### src/logic/mlc_pkg.sv
package mlc_pkg;

  localparam int NSRC = 4;
  localparam int LIM_W = 16;
  localparam int ADDR_W = 8;

  // limit values are signed hundredths of a dB (or dBm)
  typedef logic signed [LIM_W-1:0] mlc_lim_t;

  // byte offsets of the registers
  localparam logic [ADDR_W-1:0] OFS_CTRL = 8'h00;
  localparam logic [ADDR_W-1:0] OFS_IRQ_STAT = 8'h04;
  localparam logic [ADDR_W-1:0] OFS_IRQ_MASK = 8'h08;
  localparam logic [ADDR_W-1:0] OFS_FLAG = 8'h0c;
  localparam logic [ADDR_W-1:0] OFS_UPPER = 8'h10;
  localparam logic [ADDR_W-1:0] OFS_LOWER = 8'h20;
  localparam logic [ADDR_W-1:0] OFS_COUNT = 8'h30;
  localparam logic [ADDR_W-1:0] OFS_OUT0 = 8'h40;
  localparam logic [ADDR_W-1:0] OFS_OUT1 = 8'h44;
  localparam logic [ADDR_W-1:0] OFS_BANK_MASK = 8'hf3;
  localparam logic [ADDR_W-1:0] OFS_IDX_MASK = 8'h0c;
  localparam int IDX_LSB = 2;

  // field positions
  localparam int CTRL_EN_LSB = 0;
  localparam int CTRL_UNIT_LSB = 4;
  localparam int OUT_EN_BIT = 0;
  localparam int OUT_POL_BIT = 1;
  localparam int OUT_KIND_LSB = 2;
  localparam int OUT_WIN_LSB = 4;
  localparam int OUT_CFG_W = 6;

  // sources 0 and 1 are channels, 2 and 3 are the two display windows
  localparam int WIN1_IDX = 2;
  localparam int WIN2_IDX = 3;

  // reset values of the output configuration: off, active high, either kind, window 1
  localparam logic [OUT_CFG_W-1:0] OUT_CFG_RST = 6'h1e;

  // spans and defaults in dBm units
  localparam mlc_lim_t DBM_MAX = 16'sh59d8;
  localparam mlc_lim_t DBM_MIN = 16'shc568;
  localparam mlc_lim_t DBM_DEF_UP = 16'sh2328;
  localparam mlc_lim_t DBM_DEF_LO = 16'shdcd8;
  // spans and defaults in dB (ratio) units
  localparam mlc_lim_t DB_MAX = 16'sh4e20;
  localparam mlc_lim_t DB_MIN = 16'shb9b0;
  localparam mlc_lim_t DB_DEF_UP = 16'sh1770;
  localparam mlc_lim_t DB_DEF_LO = 16'shd120;

  function automatic mlc_lim_t lim_clamp(input mlc_lim_t v, input logic db);
    mlc_lim_t hi;
    mlc_lim_t lo;
    hi = db ? DB_MAX : DBM_MAX;
    lo = db ? DB_MIN : DBM_MIN;
    if (v > hi) return hi;
    if (v < lo) return lo;
    return v;
  endfunction : lim_clamp

  function automatic mlc_lim_t lim_default(input logic upper, input logic db);
    if (upper) return db ? DB_DEF_UP : DBM_DEF_UP;
    return db ? DB_DEF_LO : DBM_DEF_LO;
  endfunction : lim_default

  function automatic logic [31:0] be_merge(input logic [31:0] old_v, input logic [31:0] new_v,
                                           input logic [3:0] be);
    logic [31:0] r;
    r = old_v;
    for (int b = 0; b < 4; b++) begin
      if (be[b]) r[b*8 +: 8] = new_v[b*8 +: 8];
    end
    return r;
  endfunction : be_merge

endpackage : mlc_pkg

### src/logic/mlc_limit_cmp.sv
`timescale 1ns/1ps
module mlc_limit_cmp #(
  parameter int CNT_W = 16
) (
  input wire logic sys_clk_i, // clock
  input wire logic nrst_i, // sync reset, active low
  input wire logic meas_valid_i, // result for this source
  input wire mlc_pkg::mlc_lim_t meas_value_i, // result value
  input wire mlc_pkg::mlc_lim_t upper_i, // upper bound
  input wire mlc_pkg::mlc_lim_t lower_i, // lower bound
  input wire logic check_en_i, // limit checking on
  input wire logic clear_i, // clear flag and count
  output logic over_o, // last result above upper
  output logic under_o, // last result below lower
  output logic flag_o, // any failure since clear
  output logic [CNT_W-1:0] count_o, // failures since clear
  output logic fail_o // one-cycle failure event
);
  import mlc_pkg::*;

  logic chk;
  logic over_d;
  logic under_d;
  assign chk = meas_valid_i && check_en_i;
  assign over_d = meas_value_i > upper_i;
  assign under_d = meas_value_i < lower_i;

  always_ff @(posedge sys_clk_i) begin
    if (!nrst_i || !check_en_i) begin
      over_o <= 1'b0;
      under_o <= 1'b0;
    end else if (meas_valid_i) begin
      over_o <= over_d;
      under_o <= under_d;
    end
  end

  always_ff @(posedge sys_clk_i) begin
    if (!nrst_i) fail_o <= 1'b0;
    else fail_o <= chk && (over_d || under_d);
  end

  // a failure in the clearing cycle wins over the clear
  always_ff @(posedge sys_clk_i) begin
    if (!nrst_i) flag_o <= 1'b0;
    else if (chk && (over_d || under_d)) flag_o <= 1'b1;
    else if (clear_i) flag_o <= 1'b0;
  end

  always_ff @(posedge sys_clk_i) begin
    if (!nrst_i) begin
      count_o <= '0;
    end else if (chk && (over_d || under_d)) begin
      if (clear_i) count_o <= CNT_W'(1);
      else if (count_o != {CNT_W{1'b1}}) count_o <= count_o + CNT_W'(1);
    end else if (clear_i) begin
      count_o <= '0;
    end
  end

  a_count_saturates: assert property (@(posedge sys_clk_i) disable iff (!nrst_i)
    (count_o == {CNT_W{1'b1}}) && !clear_i |=> (count_o == {CNT_W{1'b1}}))
    else $error("failure count wrapped");

  a_flag_on_fail: assert property (@(posedge sys_clk_i) disable iff (!nrst_i)
    chk && meas_value_i > upper_i |=> flag_o && fail_o && over_o)
    else $error("over-limit result did not raise flag");

  a_under_detect: assert property (@(posedge sys_clk_i) disable iff (!nrst_i)
    chk && meas_value_i < lower_i |=> under_o && count_o != '0)
    else $error("under-limit result not counted");

endmodule : mlc_limit_cmp

### config.mk
export PLATFORM = sky130hd
export DESIGN_NAME = mlc_limit_cmp
export DESIGN_NICKNAME = d
export VERILOG_FILES = /design/src/logic/mlc_pkg.sv /design/src/logic/mlc_limit_cmp.sv
export SDC_FILE = /design/constraint.sdc
export NUM_CORES = 1
export LEC_CHECK = 0
export BUFFER_PORTS_ARGS = -buffer_cell sky130_fd_sc_hd__buf_2
export CORE_MARGIN = 2
export CORE_UTILIZATION = 44
export DETAILED_ROUTE_END_ITERATION = 8
export PLACE_DENSITY_LB_ADDON = 0.1
export SYNTH_ARGS = -nofsm -noshare
export SYNTH_HDL_FRONTEND = slang
export SYNTH_SLANG_ARGS = --single-unit
### constraint.sdc
create_clock -name sys_clk_i -period 2.5 [get_ports sys_clk_i]
set_input_delay 0.25 -clock sys_clk_i [delete_from_list [all_inputs] [get_ports sys_clk_i]]
set_output_delay 0.25 -clock sys_clk_i [all_outputs]
set_load 0.05 [all_outputs]
After elaboration in Yosys (flattened, before gate mapping)
Cells that the tools add are included.
{"block": "totals", "wordCells": 24, "output_inout_bits": 20, "in_bits": 53, "ff_bits": 20}
{"block": "classes", "n_addsub": 1, "n_reduce_logical": 9, "muxes": 6, "magnitude_cmp": 2, "eq_ne": 1}
{"op": "16-bit 2-to-1 mux", "n": 4}
{"op": "16-bit by 1-bit adder with 16-bit output (second input constant)", "n": 1}
{"op": "16-bit > comparator", "n": 1}
{"op": "16-bit less-than comparator", "n": 1}
{"op": "16-bit inequality test (second input constant)", "n": 1}
{"op": "2-bit nonzero test", "n": 2}
{"op": "1-bit logical AND", "n": 2}
{"op": "1-bit logical NOT", "n": 2}
{"op": "1-bit logical OR", "n": 2}
{"op": "1-bit 2-to-1 mux", "n": 2}
{"op": "2-bit AND reduction", "n": 1}

Depth between registers and ports, before layout
Gate-level depths: netlist of run 1.
{"block": "logic_depth", "word_depth": 5, "mapped_depth": 10, "depth_no_buf": 10}

Worst setup path after synthesis of run 1
Ideal clock, no wire load.
{"block": "synth_path", "path_kind": "flip-flop to flip-flop", "from": "register count_o[2]", "to": "register count_o[15]", "stages_incl_launch_ff": 9, "synth_period_minus_slack_ps": 2563, "setup_ps": 71, "n_path_buf": 0, "required_time_ps": 2429, "path_slack_ps": -63, "arrival_ps": 2493, "cell_sequence": "dfxtp_1 > and4_1 > and3_1 > and3_1 > and2_2 > and3_1 > nand3_1 > or4_1 > a21oi_1"}
{"block": "synth_via", "elab_chain_len": 4, "word_cells_on_any_way": 7, "classes_between": "add/sub: 1; eq/ne: 1; mux: 3; reduce/logical: 2"}
{"element": "start, declared", "line_no": "mlc_limit_cmp.sv:16", "rtl": "output logic [CNT_W-1:0] count_o,"}
{"element": "start signal, assigned", "line_no": "mlc_limit_cmp.sv:55", "rtl": "else if (count_o != {CNT_W{1'b1}}) count_o <= count_o + CNT_W'(1);"}
{"element": "16-bit by 1-bit adder with 16-bit output", "line_no": "mlc_limit_cmp.sv:55"}
{"element": "16-bit 2-to-1 mux", "line_no": "mlc_limit_cmp.sv:55"}
{"element": "16-bit 2-to-1 mux", "line_no": "mlc_limit_cmp.sv:54", "rtl": "if (clear_i) count_o <= CNT_W'(1);"}
{"element": "16-bit 2-to-1 mux", "line_no": "mlc_limit_cmp.sv:53", "rtl": "end else if (chk && (over_d || under_d)) begin"}
Parallel ways exist; a longest one is shown, timed or not. The select of a mux whose other input is x is not followed.
A chain may end at the register's enable or synchronous reset.

Worst setup path in the final report of run 1
Ends and elaborated chain as after synthesis.

==> results.rst, run 1 <==
.. list-table::
   :header-rows: 1

   * - Metric
     - Value
   * - Worst path setup slack after routing
     - 158 ps
   * - Layout cells sized above 1
     - 34.3%
   * - Syn Area/Cell
     - 7.93 µm²
   * - Number of cell rows
     - 22
   * - Power per cell area
     - 333 nW/µm²
   * - Total wire length after detailed routing
     - 3980 µm
   * - Final cell utilization of the core
     - 63.4%
   * - Placed cells
     - 360
   * - Die H
     - 67.3 µm
   * - Final setup violation count
     - 0
   * - Starting DRT DRC Count
     - 65
   * - Max Clock Freq
     - 427 MHz
   * - Unrepaired setup endpoints after global routing
     - no
   * - Total Die Area
     - 4520 µm²
   * - Post-Route Hold Slack
     - 240 ps
   * - CP Max Fanout
     - 6
   * - Fin nets
     - 402
   * - Resized Gates After CTS
     - 0
   * - First-pass GRT wire length
     - 6930 µm
   * - Level count of the clock H-tree
     - 1
   * - Worst min path class
     - in -> reg
   * - Total global routing track utilization
     - 19.2%
   * - Cell count after synthesis
     - 222
   * - Post-DR wirelength/cell
     - 11.0 µm
   * - Num CTS Buffers
     - 3
   * - Yosys warns
     - 0
   * - Proportion of netlist area held by the largest area contributor
     - 22.7%
   * - Worst slack at placement
     - -154 ps
   * - Starting utilization of the core area
     - 47.0%
   * - Hold violation total from the final report
     - 0
   * - Gr ovfl total
     - 0
   * - Mapped cell area
     - 1760 µm²
   * - Top-level port count
     - 73
   * - Element type at the critical path start
     - flip-flop
   * - Class of the most critical setup path
     - reg -> reg
   * - Endpoint kind of the worst setup timing path
     - flip-flop
   * - Proportion of synthesized chip area in sequential cells
     - 22.7%
   * - Slew at the pin closest to its max-slew limit
     - 645 ps
   * - Core ar.
     - 3740 µm²
   * - Flop and latch count out of synthesis
     - 20
   * - Min Clock Period, post-route
     - 2340 ps
   * - Max clock buf depth
     - 2
   * - Max IR drop VDD
     - 0.000304 V
   * - Initial antenna violation count
     - 0
   * - Post-Synthesis Net Count
     - 307
   * - Static Leak
     - 1.27 nW
   * - Placed wire-length estimate after detailed placement
     - 3380 µm
   * - Worst setup skew after layout
     - 1.13 ps
   * - CP Data Arrival Time
     - 2520 ps
   * - Max-Cap Viols
     - 0
   * - Clock Root Buffer
     - clkbuf_8
   * - Launch instance of the worst min-delay path
     - meas_valid_i
   * - CTS sink cnt
     - 20
   * - Post-DRT Antenna Nets
     - 0
   * - CTS tree
     - built
   * - Chip width
     - 67.3 µm
   * - Post-route insts no fill
     - 363
   * - Worst-path clk slew
     - 70 ps
   * - EDFF count, synth
     - 0
   * - Run status
     - finished, final reports clean
   * - Cell type with the largest total area after synthesis
     - dfxtp_1
   * - Maximum number of pins on one net before global-route repair
     - 13
   * - Most repeated cell in the gate-level netlist after synthesis
     - inv_1
   * - Per-cell via count in the routed design
     - 5.11
   * - Worst R2R Start
     - count_o[2]$_SDFFE_PN0P_
   * - DRC errors left
     - 0
   * - Top FF cell, synth
     - dfxtp_1
   * - Count of vias placed by the detailed router
     - 1855
   * - Area added between synthesis and finish
     - 34.8%
   * - Timing startpoint of the critical path
     - count_o[2]$_SDFFE_PN0P_
   * - Asr flop ratio synth
     - 0%
   * - Number of pins with negative max-slew slack in the final report
     - 0
   * - Critical path data required time
     - 2680 ps
   * - Worst rel slew slack
     - 56.9%
   * - Cell types occupying the most area after synthesis
     - dfxtp_1, ha_1, inv_1
   * - Final total negative setup slack
     - 0 ps
   * - Number of distinct library cell variants in the gate-level netlist after synthesis
     - 40
   * - Most frequent cells after synthesis
     - inv_1, ha_1, dfxtp_1, a21oi_1, nand2_1
   * - Number of global-route vias before repair
     - 1734
   * - Final period util
     - 93.7%
   * - Clock latency reported for the late side of the worst-skew pair
     - 250 ps
   * - Detailed Routing Iterations Pass 1
     - 4
   * - Number of buffers added on ports
     - 72
   * - Antenna diode instance count
     - 0
   * - Final RePlAce weighted congestion
     - 0.795
   * - Layout fillers
     - 366
## metal layers
layer  share of wire (%)  up-vias  track usage (%)  wire length [µm]
met5                   0        -                0                 0
met3                 7.2        5             4.50               288
met4                0.53        0             2.81                21
met1                  50      819             25.0              1990
met2                  42       57             33.0              1670
li1                    -      974                -                 -
## sequential cells by signal (all words and copies together), names as in the netlist
signal / cells
fail_o: 1
over_o: 1
flag_o: 1
under_o: 1
count_o: 16
## critical path: stages, from the launching register on
cell and delay [ps]:
dfxtp_2 380, and4_1 240, and3_1 230, and3_1 230, and2_2 190, and3_1 230, nand3_1 110, or4_1 510
a21oi_1 150
## kinds of logic after synthesis
group	after synthesis	share of synthesized area (%)
and+or+nand+nor	74	21.9
xor gates and xnor gates	7	3.48
adders and majority gates	32	22.7
muxes	3	1.71
buffers and inverters	37	7.89
DFF	20	22.7
AOI/OAI and AO/OA	49	19.5
## final timing paths
kind,to,slack [ps],cells after the start
max,count_o[15]$_SDFFE_PN0P_,160,8
min,under_o$_SDFFE_PP0P_,240,2
max reg2reg,count_o[15]$_SDFFE_PN0P_,160,8
min reg2reg,flag_o$_SDFFE_PN0P_,450,1
## cell type report
class	instances	area (µm²)	share of cell area, %
clock buffer	3	41.3	1.74
inverter	34	128	5.38
multi-input combinational	165	1220	51.5
sequential	20	404	17.0
tap	48	60.1	2.53
timing repair buffer	93	518	21.8
## metrics by stage
stage,power (mW),instance area (µm²)
floorplan,0.477,1760
global placement,0.589,2330
detailed placement,0.592,2330
CTS,0.802,2370
global route,0.852,2370
finish,0.791,2370
## placed cells by master (no fill, tap or decap), drive strengths merged, types with 3 or more instances in the layout
| cell type | count |
|---|---|
| a31o | 3 |
| o21ai | 4 |
| a21oi | 20 |
| nand2 | 19 |
| nand2b | 5 |
| ha | 32 |
| a21o | 5 |
| and2 | 3 |
| a211oi | 6 |
| buf | 93 |
| nor2b | 3 |
| nand3 | 9 |
| mux2i | 3 |
| clkbuf | 3 |
| nand4 | 8 |
| inv | 34 |
| nor2 | 16 |
| and3 | 3 |
| xnor2 | 7 |
| dfxtp | 20 |
## power breakdown
part           total (mW)  switching, mW  internal, mW
Sequential          0.326        0.00276         0.323
Clock               0.206         0.0990         0.107
Combinational       0.259          0.133         0.125
## what timing repair did
action / 4_1_cts / 5_1_grt
setup buffers: 0 / 0
hold buffers: 0 / 0
setup endpoints to repair: 0 / 8
(Power assumes the default switching activity.)
==> run 2: changes to the inputs <==
CORE_UTILIZATION = 48   (was 44)
clock period = 2.4 ns   (was 2.5 ns; I/O delays follow)
==> run 2 against run 1 <==
  * Combinational power increased by 22%
  * Non-clock buffer count increased by 13
  * Via count is 2.9% higher
  * Sequential power increased by 4%
  * Critical path depth is 2 higher
  * Core utilization rose by 8.5 points
  * Total power rose by 16%
  * Clock power grew 25%
  * Clock skew is 1.9 ps higher
  * Sequential share of layout area decreased by 1.4 points
  * Largest cell class unchanged
==> results.rst, run 2 (synthesis results as in run 1) <==
.. list-table::
   :header-rows: 1

   * - Metric
     - Value
   * - Gr ovfl total
     - 0 (unchanged)
   * - Number of buffers added on ports
     - 72 (unchanged)
   * - Static Leak
     - 1.35 nW (+6.3%)
   * - Final setup violation count
     - 0 (unchanged)
   * - Starting utilization of the core area
     - 48.8% (+1.8 points)
   * - Slowest cell on the critical path
     - a2111oi_4
   * - Worst min path class
     - in -> reg
   * - CP cell instances
     - buf_2, ha_1, buf_4, nand4_1, a2111oi_4, o31a_1, o21ai_4, a21o_1, or4_1, a21oi_1
   * - Number of buffer and inverter instances along the worst setup path
     - 2 (+2)
   * - Class of the most critical setup path
     - in -> reg
   * - Area added between synthesis and finish
     - 47.2%
   * - Run status
     - finished, final reports clean
   * - Max IR drop VDD
     - 0.000286 V (-6.0%)
   * - Most common cell after layout, fill and taps aside
     - buf_2
   * - Flip-flop count of the largest register, all copies and words added
     - 16 (unchanged)
   * - Most flop-heavy register
     - count_o
   * - Core ar.
     - 3610 µm² (-3.7%)
   * - Power consumption
     - 0.914 mW (+16%)
   * - Number of pins with negative max-slew slack in the final report
     - 0 (unchanged)
   * - Total global routing track utilization
     - 21.9% (+2.6 points)
   * - Max Clock Freq
     - 437 MHz
   * - Initial antenna violation count
     - 0 (unchanged)
   * - Cell area after layout
     - 2590 µm² (+9.2%)
   * - Number of global-route vias before repair
     - 1801 (+3.9%)
   * - Placed cells
     - 370 (+2.8%)
   * - Antenna diode instance count
     - 0 (unchanged)
   * - Final RePlAce weighted congestion
     - 0.764 (-3.9%)
   * - CP Data Arrival Time
     - 2480 ps (-40 ps)
   * - Starting DRT DRC Count
     - 52 (-20%)
   * - Clock latency reported for the late side of the worst-skew pair
     - 260 ps (about the same)
   * - DRC errors left
     - 0 (unchanged)
   * - Count of vias placed by the detailed router
     - 1908 (+2.9%)
   * - Max clock buf depth
     - 2 (unchanged)
   * - Cell family with most CP delay
     - compound AO/OA/AOI/OAI gates
   * - Slowest Stage Delay on Critical Path
     - 450 ps (-60 ps)
   * - Final cell utilization of the core
     - 71.9% (+8.5 points)
   * - Post-DR wirelength/cell
     - 11.6 µm (+5.5%)
   * - Maximum number of pins on one net before global-route repair
     - 13 (unchanged)
   * - Number of buffers inserted by hold repair at cts
     - 0 (unchanged)
   * - Chip width
     - 64.6 µm (-4.0%)
   * - Num CTS Buffers
     - 3 (unchanged)
   * - Endpoint kind of the worst setup timing path
     - flip-flop
   * - Element type at the critical path start
     - primary input
   * - Per-cell via count in the routed design
     - 5.06 (-0.96%)
   * - Critical path data required time
     - 2590 ps (-90 ps)
   * - Worst-path clk slew
     - 80 ps (about the same)
   * - Post-route insts no fill
     - 377 (+3.9%)
   * - Most frequent cells in the layout
     - buf_2, inv_1, buf_4
   * - Total Die Area
     - 4170 µm² (-7.9%)
   * - Worst setup skew after layout
     - 3.06 ps (+1.93 ps)
   * - Top-level port count
     - 73 (unchanged)
   * - Level count of the clock H-tree
     - 1 (unchanged)
   * - Die H
     - 64.6 µm (-4.0%)
   * - Number of cell rows
     - 22 (unchanged)
   * - Post-DRT Antenna Nets
     - 0 (unchanged)
   * - Detailed Routing Iterations Pass 1
     - 4 (unchanged)
   * - CTS tree
     - built
   * - Worst rel slew slack
     - 58.3% (+1.4 points)
   * - Layout cells sized above 1
     - 40.4% (+6.1 points)
   * - Placement-stage cell area
     - 2440 µm² (+4.9%)
   * - Total wire length after detailed routing
     - 4360 µm (+9.6%)
   * - Max-Cap Viols
     - 0 (unchanged)
   * - Placed wire-length estimate after detailed placement
     - 3480 µm (+3.1%)
   * - Power per cell area
     - 353 nW/µm² (+5.8%)
   * - Final period util
     - 95.4%
   * - Clock Root Buffer
     - clkbuf_8
   * - Final total negative setup slack
     - 0 ps (unchanged)
   * - First-pass GRT wire length
     - 7420 µm (+7.1%)
   * - Hold violation total from the final report
     - 0 (unchanged)
   * - CP Max Fanout
     - 8 (+2)
   * - CTS sink cnt
     - 20 (unchanged)
   * - Fin nets
     - 415 (+3.2%)
   * - Min Clock Period, post-route
     - 2290 ps
   * - Slew at the pin closest to its max-slew limit
     - 624 ps (-20.9 ps)
-- run 2: worst paths after layout --
kind / startpoint / end / slack (ps) / cells past startpoint
max: meas_value_i[5] / count_o[15]$_SDFFE_PN0P_ / 110 / 10
min: meas_valid_i / under_o$_SDFFE_PP0P_ / 240 / 2
max reg2reg: count_o[3]$_SDFFE_PN0P_ / count_o[8]$_SDFFE_PN0P_ / 150 / 10
min reg2reg: flag_o$_SDFFE_PN0P_ / flag_o$_SDFFE_PN0P_ / 460 / 1
-- run 2: power by group --
part           internal [mW]  switching, mW  leakage, nW
registers              0.336        0.00301        0.164
logic                  0.159          0.158         1.16
clock network          0.146          0.112       0.0288
total                  0.641          0.273         1.35
-- run 2: what timing repair did --
action                                  in CTS  in global routing
setup buffers                                0                  3
endpoints found under the hold margin        0                  0
endpoints found under the setup margin       0                 12
resized for setup                            0                 10
-- run 2: per-layer routing --
| layer | global-route usage (%) | routed length [µm] |
|---|---|---|
| met1 | 28.8 | 2100 |
| met2 | 38.2 | 1990 |
| met3 | 4.17 | 272 |
| met4 | 2.66 | 0 |
| met5 | 0 | 0 |
-- run 2: final cells by class --
cell class / instances / area, µm²
tap: 48 / 60.1
fill: 317 / 1010
inverter: 34 / 128
clock buffer: 4 / 55.1
multi-input combinational: 165 / 1320
sequential: 20 / 405
timing repair buffer: 106 / 628
-- run 2: through the flow --
stage	setup WS, ps	hold WS (ps)
after floorplan	42.9	334
after global placement	-163	438
after detailed placement	-255	439
after CTS	11.9	242
after global routing	-13.7	249
final	111	238
==> run 3: changes to the inputs <==
CORE_UTILIZATION = 25   (was 48)
HOLD_SLACK_MARGIN = 0.08   (was unset)
==> run 3 against run 2 <==
  * Flip-flop and latch count stayed put
  * Sequential share of layout area is 0.43 points lower
  * Combinational power barely moved
  * Cell count grew 12%
  * Critical path type unchanged
  * Hold slack gained 3.5 ps
==> results.rst, run 3 (synthesis results as in run 1) <==
.. list-table::
   :header-rows: 1

   * - Metric
     - Value
   * - Clock latency reported for the late side of the worst-skew pair
     - 260 ps (about the same)
   * - Placed wire-length estimate after detailed placement
     - 4020 µm (+15%)
   * - Initial antenna violation count
     - 0 (unchanged)
   * - Area added between synthesis and finish
     - 51.4%
   * - Proportion of total power due to net switching
     - 30.6% (+0.82 points)
   * - Clock Root Buffer
     - clkbuf_8
   * - Final period util
     - 96.2% (+0.88 points)
   * - Power per cell area
     - 344 nW/µm² (-2.5%)
   * - Max clock buf depth
     - 2 (unchanged)
   * - Layout cells sized above 1
     - 40.1% (-0.36 points)
   * - Gate power share
     - 34.6% (about the same)
   * - Met2 wire length
     - 2120 µm (+6.5%)
   * - CTS sink cnt
     - 20 (unchanged)
   * - Clock Power Share
     - 28.3% (about the same)
   * - Level count of the clock H-tree
     - 1 (unchanged)
   * - Number of global-route vias before repair
     - 1725 (-4.2%)
   * - Class of the most critical setup path
     - in -> reg
   * - Detailed Routing Iterations Pass 1
     - 5 (+1)
   * - Max-Cap Viols
     - 0 (unchanged)
   * - Final RePlAce weighted congestion
     - 0.717 (-6.2%)
   * - First-pass GRT wire length
     - 7680 µm (+3.4%)
   * - Switching Power
     - 0.281 mW (+3.0%)
   * - Final setup violation count
     - 0 (unchanged)
   * - Gr ovfl total
     - 0 (unchanged)
   * - Part of the total power dissipated in sequential elements
     - 37.0% (about the same)
   * - Total wire length after detailed routing
     - 4870 µm (+12%)
   * - Final total negative setup slack
     - 0 ps (unchanged)
   * - Number of cell rows
     - 30 (+36%)
   * - Max Clock Freq
     - 433 MHz (-0.92%)
   * - Internal
     - 0.635 mW (-0.92%)
   * - Endpoint kind of the worst setup timing path
     - flip-flop
   * - Met3 wire length
     - 250 µm (-8.1%)
   * - Met1 wire length
     - 2480 µm (+18%)
   * - Worst-path clk slew
     - 70 ps (about the same)
   * - Highest Signal Layer
     - met4
   * - Hold violation total from the final report
     - 0 (unchanged)
   * - Total Die Area
     - 7730 µm² (+85%)
   * - Placed cells
     - 418 (+13%)
   * - Count of vias placed by the detailed router
     - 1846 (-3.2%)
   * - Post-route insts no fill
     - 423 (+12%)
   * - Flip-flop count of the largest register, all copies and words added
     - 16 (unchanged)
   * - Maximum number of pins on one net before global-route repair
     - 13 (unchanged)
   * - Worst setup skew after layout
     - 5.42 ps (+2.36 ps)
   * - Slew at the pin closest to its max-slew limit
     - 721 ps (+97.4 ps)
   * - Worst rel slew slack
     - 51.8% (-6.5 points)
   * - Die H
     - 87.9 µm (+36%)
   * - Top-level port count
     - 73 (unchanged)
   * - DRC errors left
     - 0 (unchanged)
   * - CP Data Arrival Time
     - 2500 ps (+20 ps)
   * - Post-DRT Antenna Nets
     - 0 (unchanged)
   * - Most frequent cells in the layout
     - buf_2, inv_1, buf_4
   * - Number of buffers added on ports
     - 72 (unchanged)
   * - CTS tree
     - built
   * - Antenna diode instance count
     - 0 (unchanged)
   * - Element type at the critical path start
     - primary input
   * - Post-DR wirelength/cell
     - 11.5 µm (-0.49%)
   * - Per-cell via count in the routed design
     - 4.36 (-14%)
   * - Num CTS Buffers
     - 3 (unchanged)
   * - CP Max Fanout
     - 8 (unchanged)
   * - Run status
     - finished, final reports clean
   * - Number of buffers inserted by hold repair at cts
     - 0 (unchanged)
   * - Static Leak
     - 1.35 nW (about the same)
   * - Worst min path class
     - in -> reg
   * - Most flop-heavy register
     - count_o
   * - Starting utilization of the core area
     - 25.9% (-23 points)
   * - Min Clock Period, post-route
     - 2310 ps (+21.2 ps)
   * - Critical path data required time
     - 2590 ps (about the same)
   * - Core ar.
     - 6790 µm² (+88%)
   * - Total global routing track utilization
     - 12.4% (-9.4 points)
   * - Max IR drop VDD
     - 0.000173 V (-40%)
   * - Starting DRT DRC Count
     - 32 (-38%)
   * - Layout fillers
     - 724 (+130%)
   * - Number of pins with negative max-slew slack in the final report
     - 0 (unchanged)
   * - Fin nets
     - 413 (-0.48%)
   * - Chip width
     - 87.9 µm (+36%)
   * - Most common cell after layout, fill and taps aside
     - buf_2
run 3: timing repair:
action / 4_1_cts / 5_1_grt
buffers inserted: 0 / 1
gates resized for setup: 0 / 13
endpoints found under the setup margin: 0 / 15
run 3: layout make-up:
cell class              instances  area [µm²]  area share, %
multi-input cells             165        1360           50.9
clock buffers                   4        55.1           2.07
flip-flops and latches         20         405           15.2
repair buffers                104         601           22.5
inverters                      34         128           4.79
well taps                      96         120           4.51
run 3: power by group through the flow:
| stage | Clock (mW) | Sequential, mW | Combinational, mW |
|---|---|---|---|
| floorplan | 0 | 0.364 | 0.138 |
| global placement | 0 | 0.347 | 0.292 |
| detailed placement | 0 | 0.347 | 0.292 |
| CTS | 0.274 | 0.339 | 0.294 |
| global route | 0.287 | 0.340 | 0.359 |
| finish | 0.259 | 0.339 | 0.317 |
run 3: worst paths after layout:
kind	start	cells after the start	slack (ps)	to
setup / recovery	meas_value_i[11]	11	90	count_o[15]$_SDFFE_PN0P_
hold / removal	nrst_i	2	240	count_o[0]$_SDFFE_PN0P_
setup reg to reg	count_o[3]$_SDFFE_PN0P_	8	160	count_o[15]$_SDFFE_PN0P_
hold reg to reg	flag_o$_SDFFE_PN0P_	1	470	flag_o$_SDFFE_PN0P_
run 3: per-layer routing:
metal	vias up	GRT usage [%]
met5	-	0
met4	0	2.10
met3	2	2.83
met2	42	19.5
met1	805	17.6
li1	997	-
run 3: worst max-delay path, stage by stage:
cell	delay [ps]
buf_2	110
ha_1	320
nand4_1	140
buf_4	150
buf_4	130
a2111oi_4	280
o31a_1	250
o21ai_4	120
a21o_1	220
or4_4	420
a21oi_2	120
run 3: per-stage QoR:
step | hold WS, ps | total power [mW] | setup slack [ps] | cell area (µm²) | util, %
6_report | 241 | 0.916 | 90.1 | 2670 | 39.2
5_1_grt | 248 | 0.987 | -23.5 | 2670 | 39.2
4_1_cts | 230 | 0.908 | 49.5 | 2560 | 37.7
3_5_place_dp | 449 | 0.639 | -219 | 2500 | 36.9
3_3_place_gp | 445 | 0.639 | -224 | 2500 | 36.9
2_1_floorplan | 334 | 0.502 | 42.9 | 1800 | -
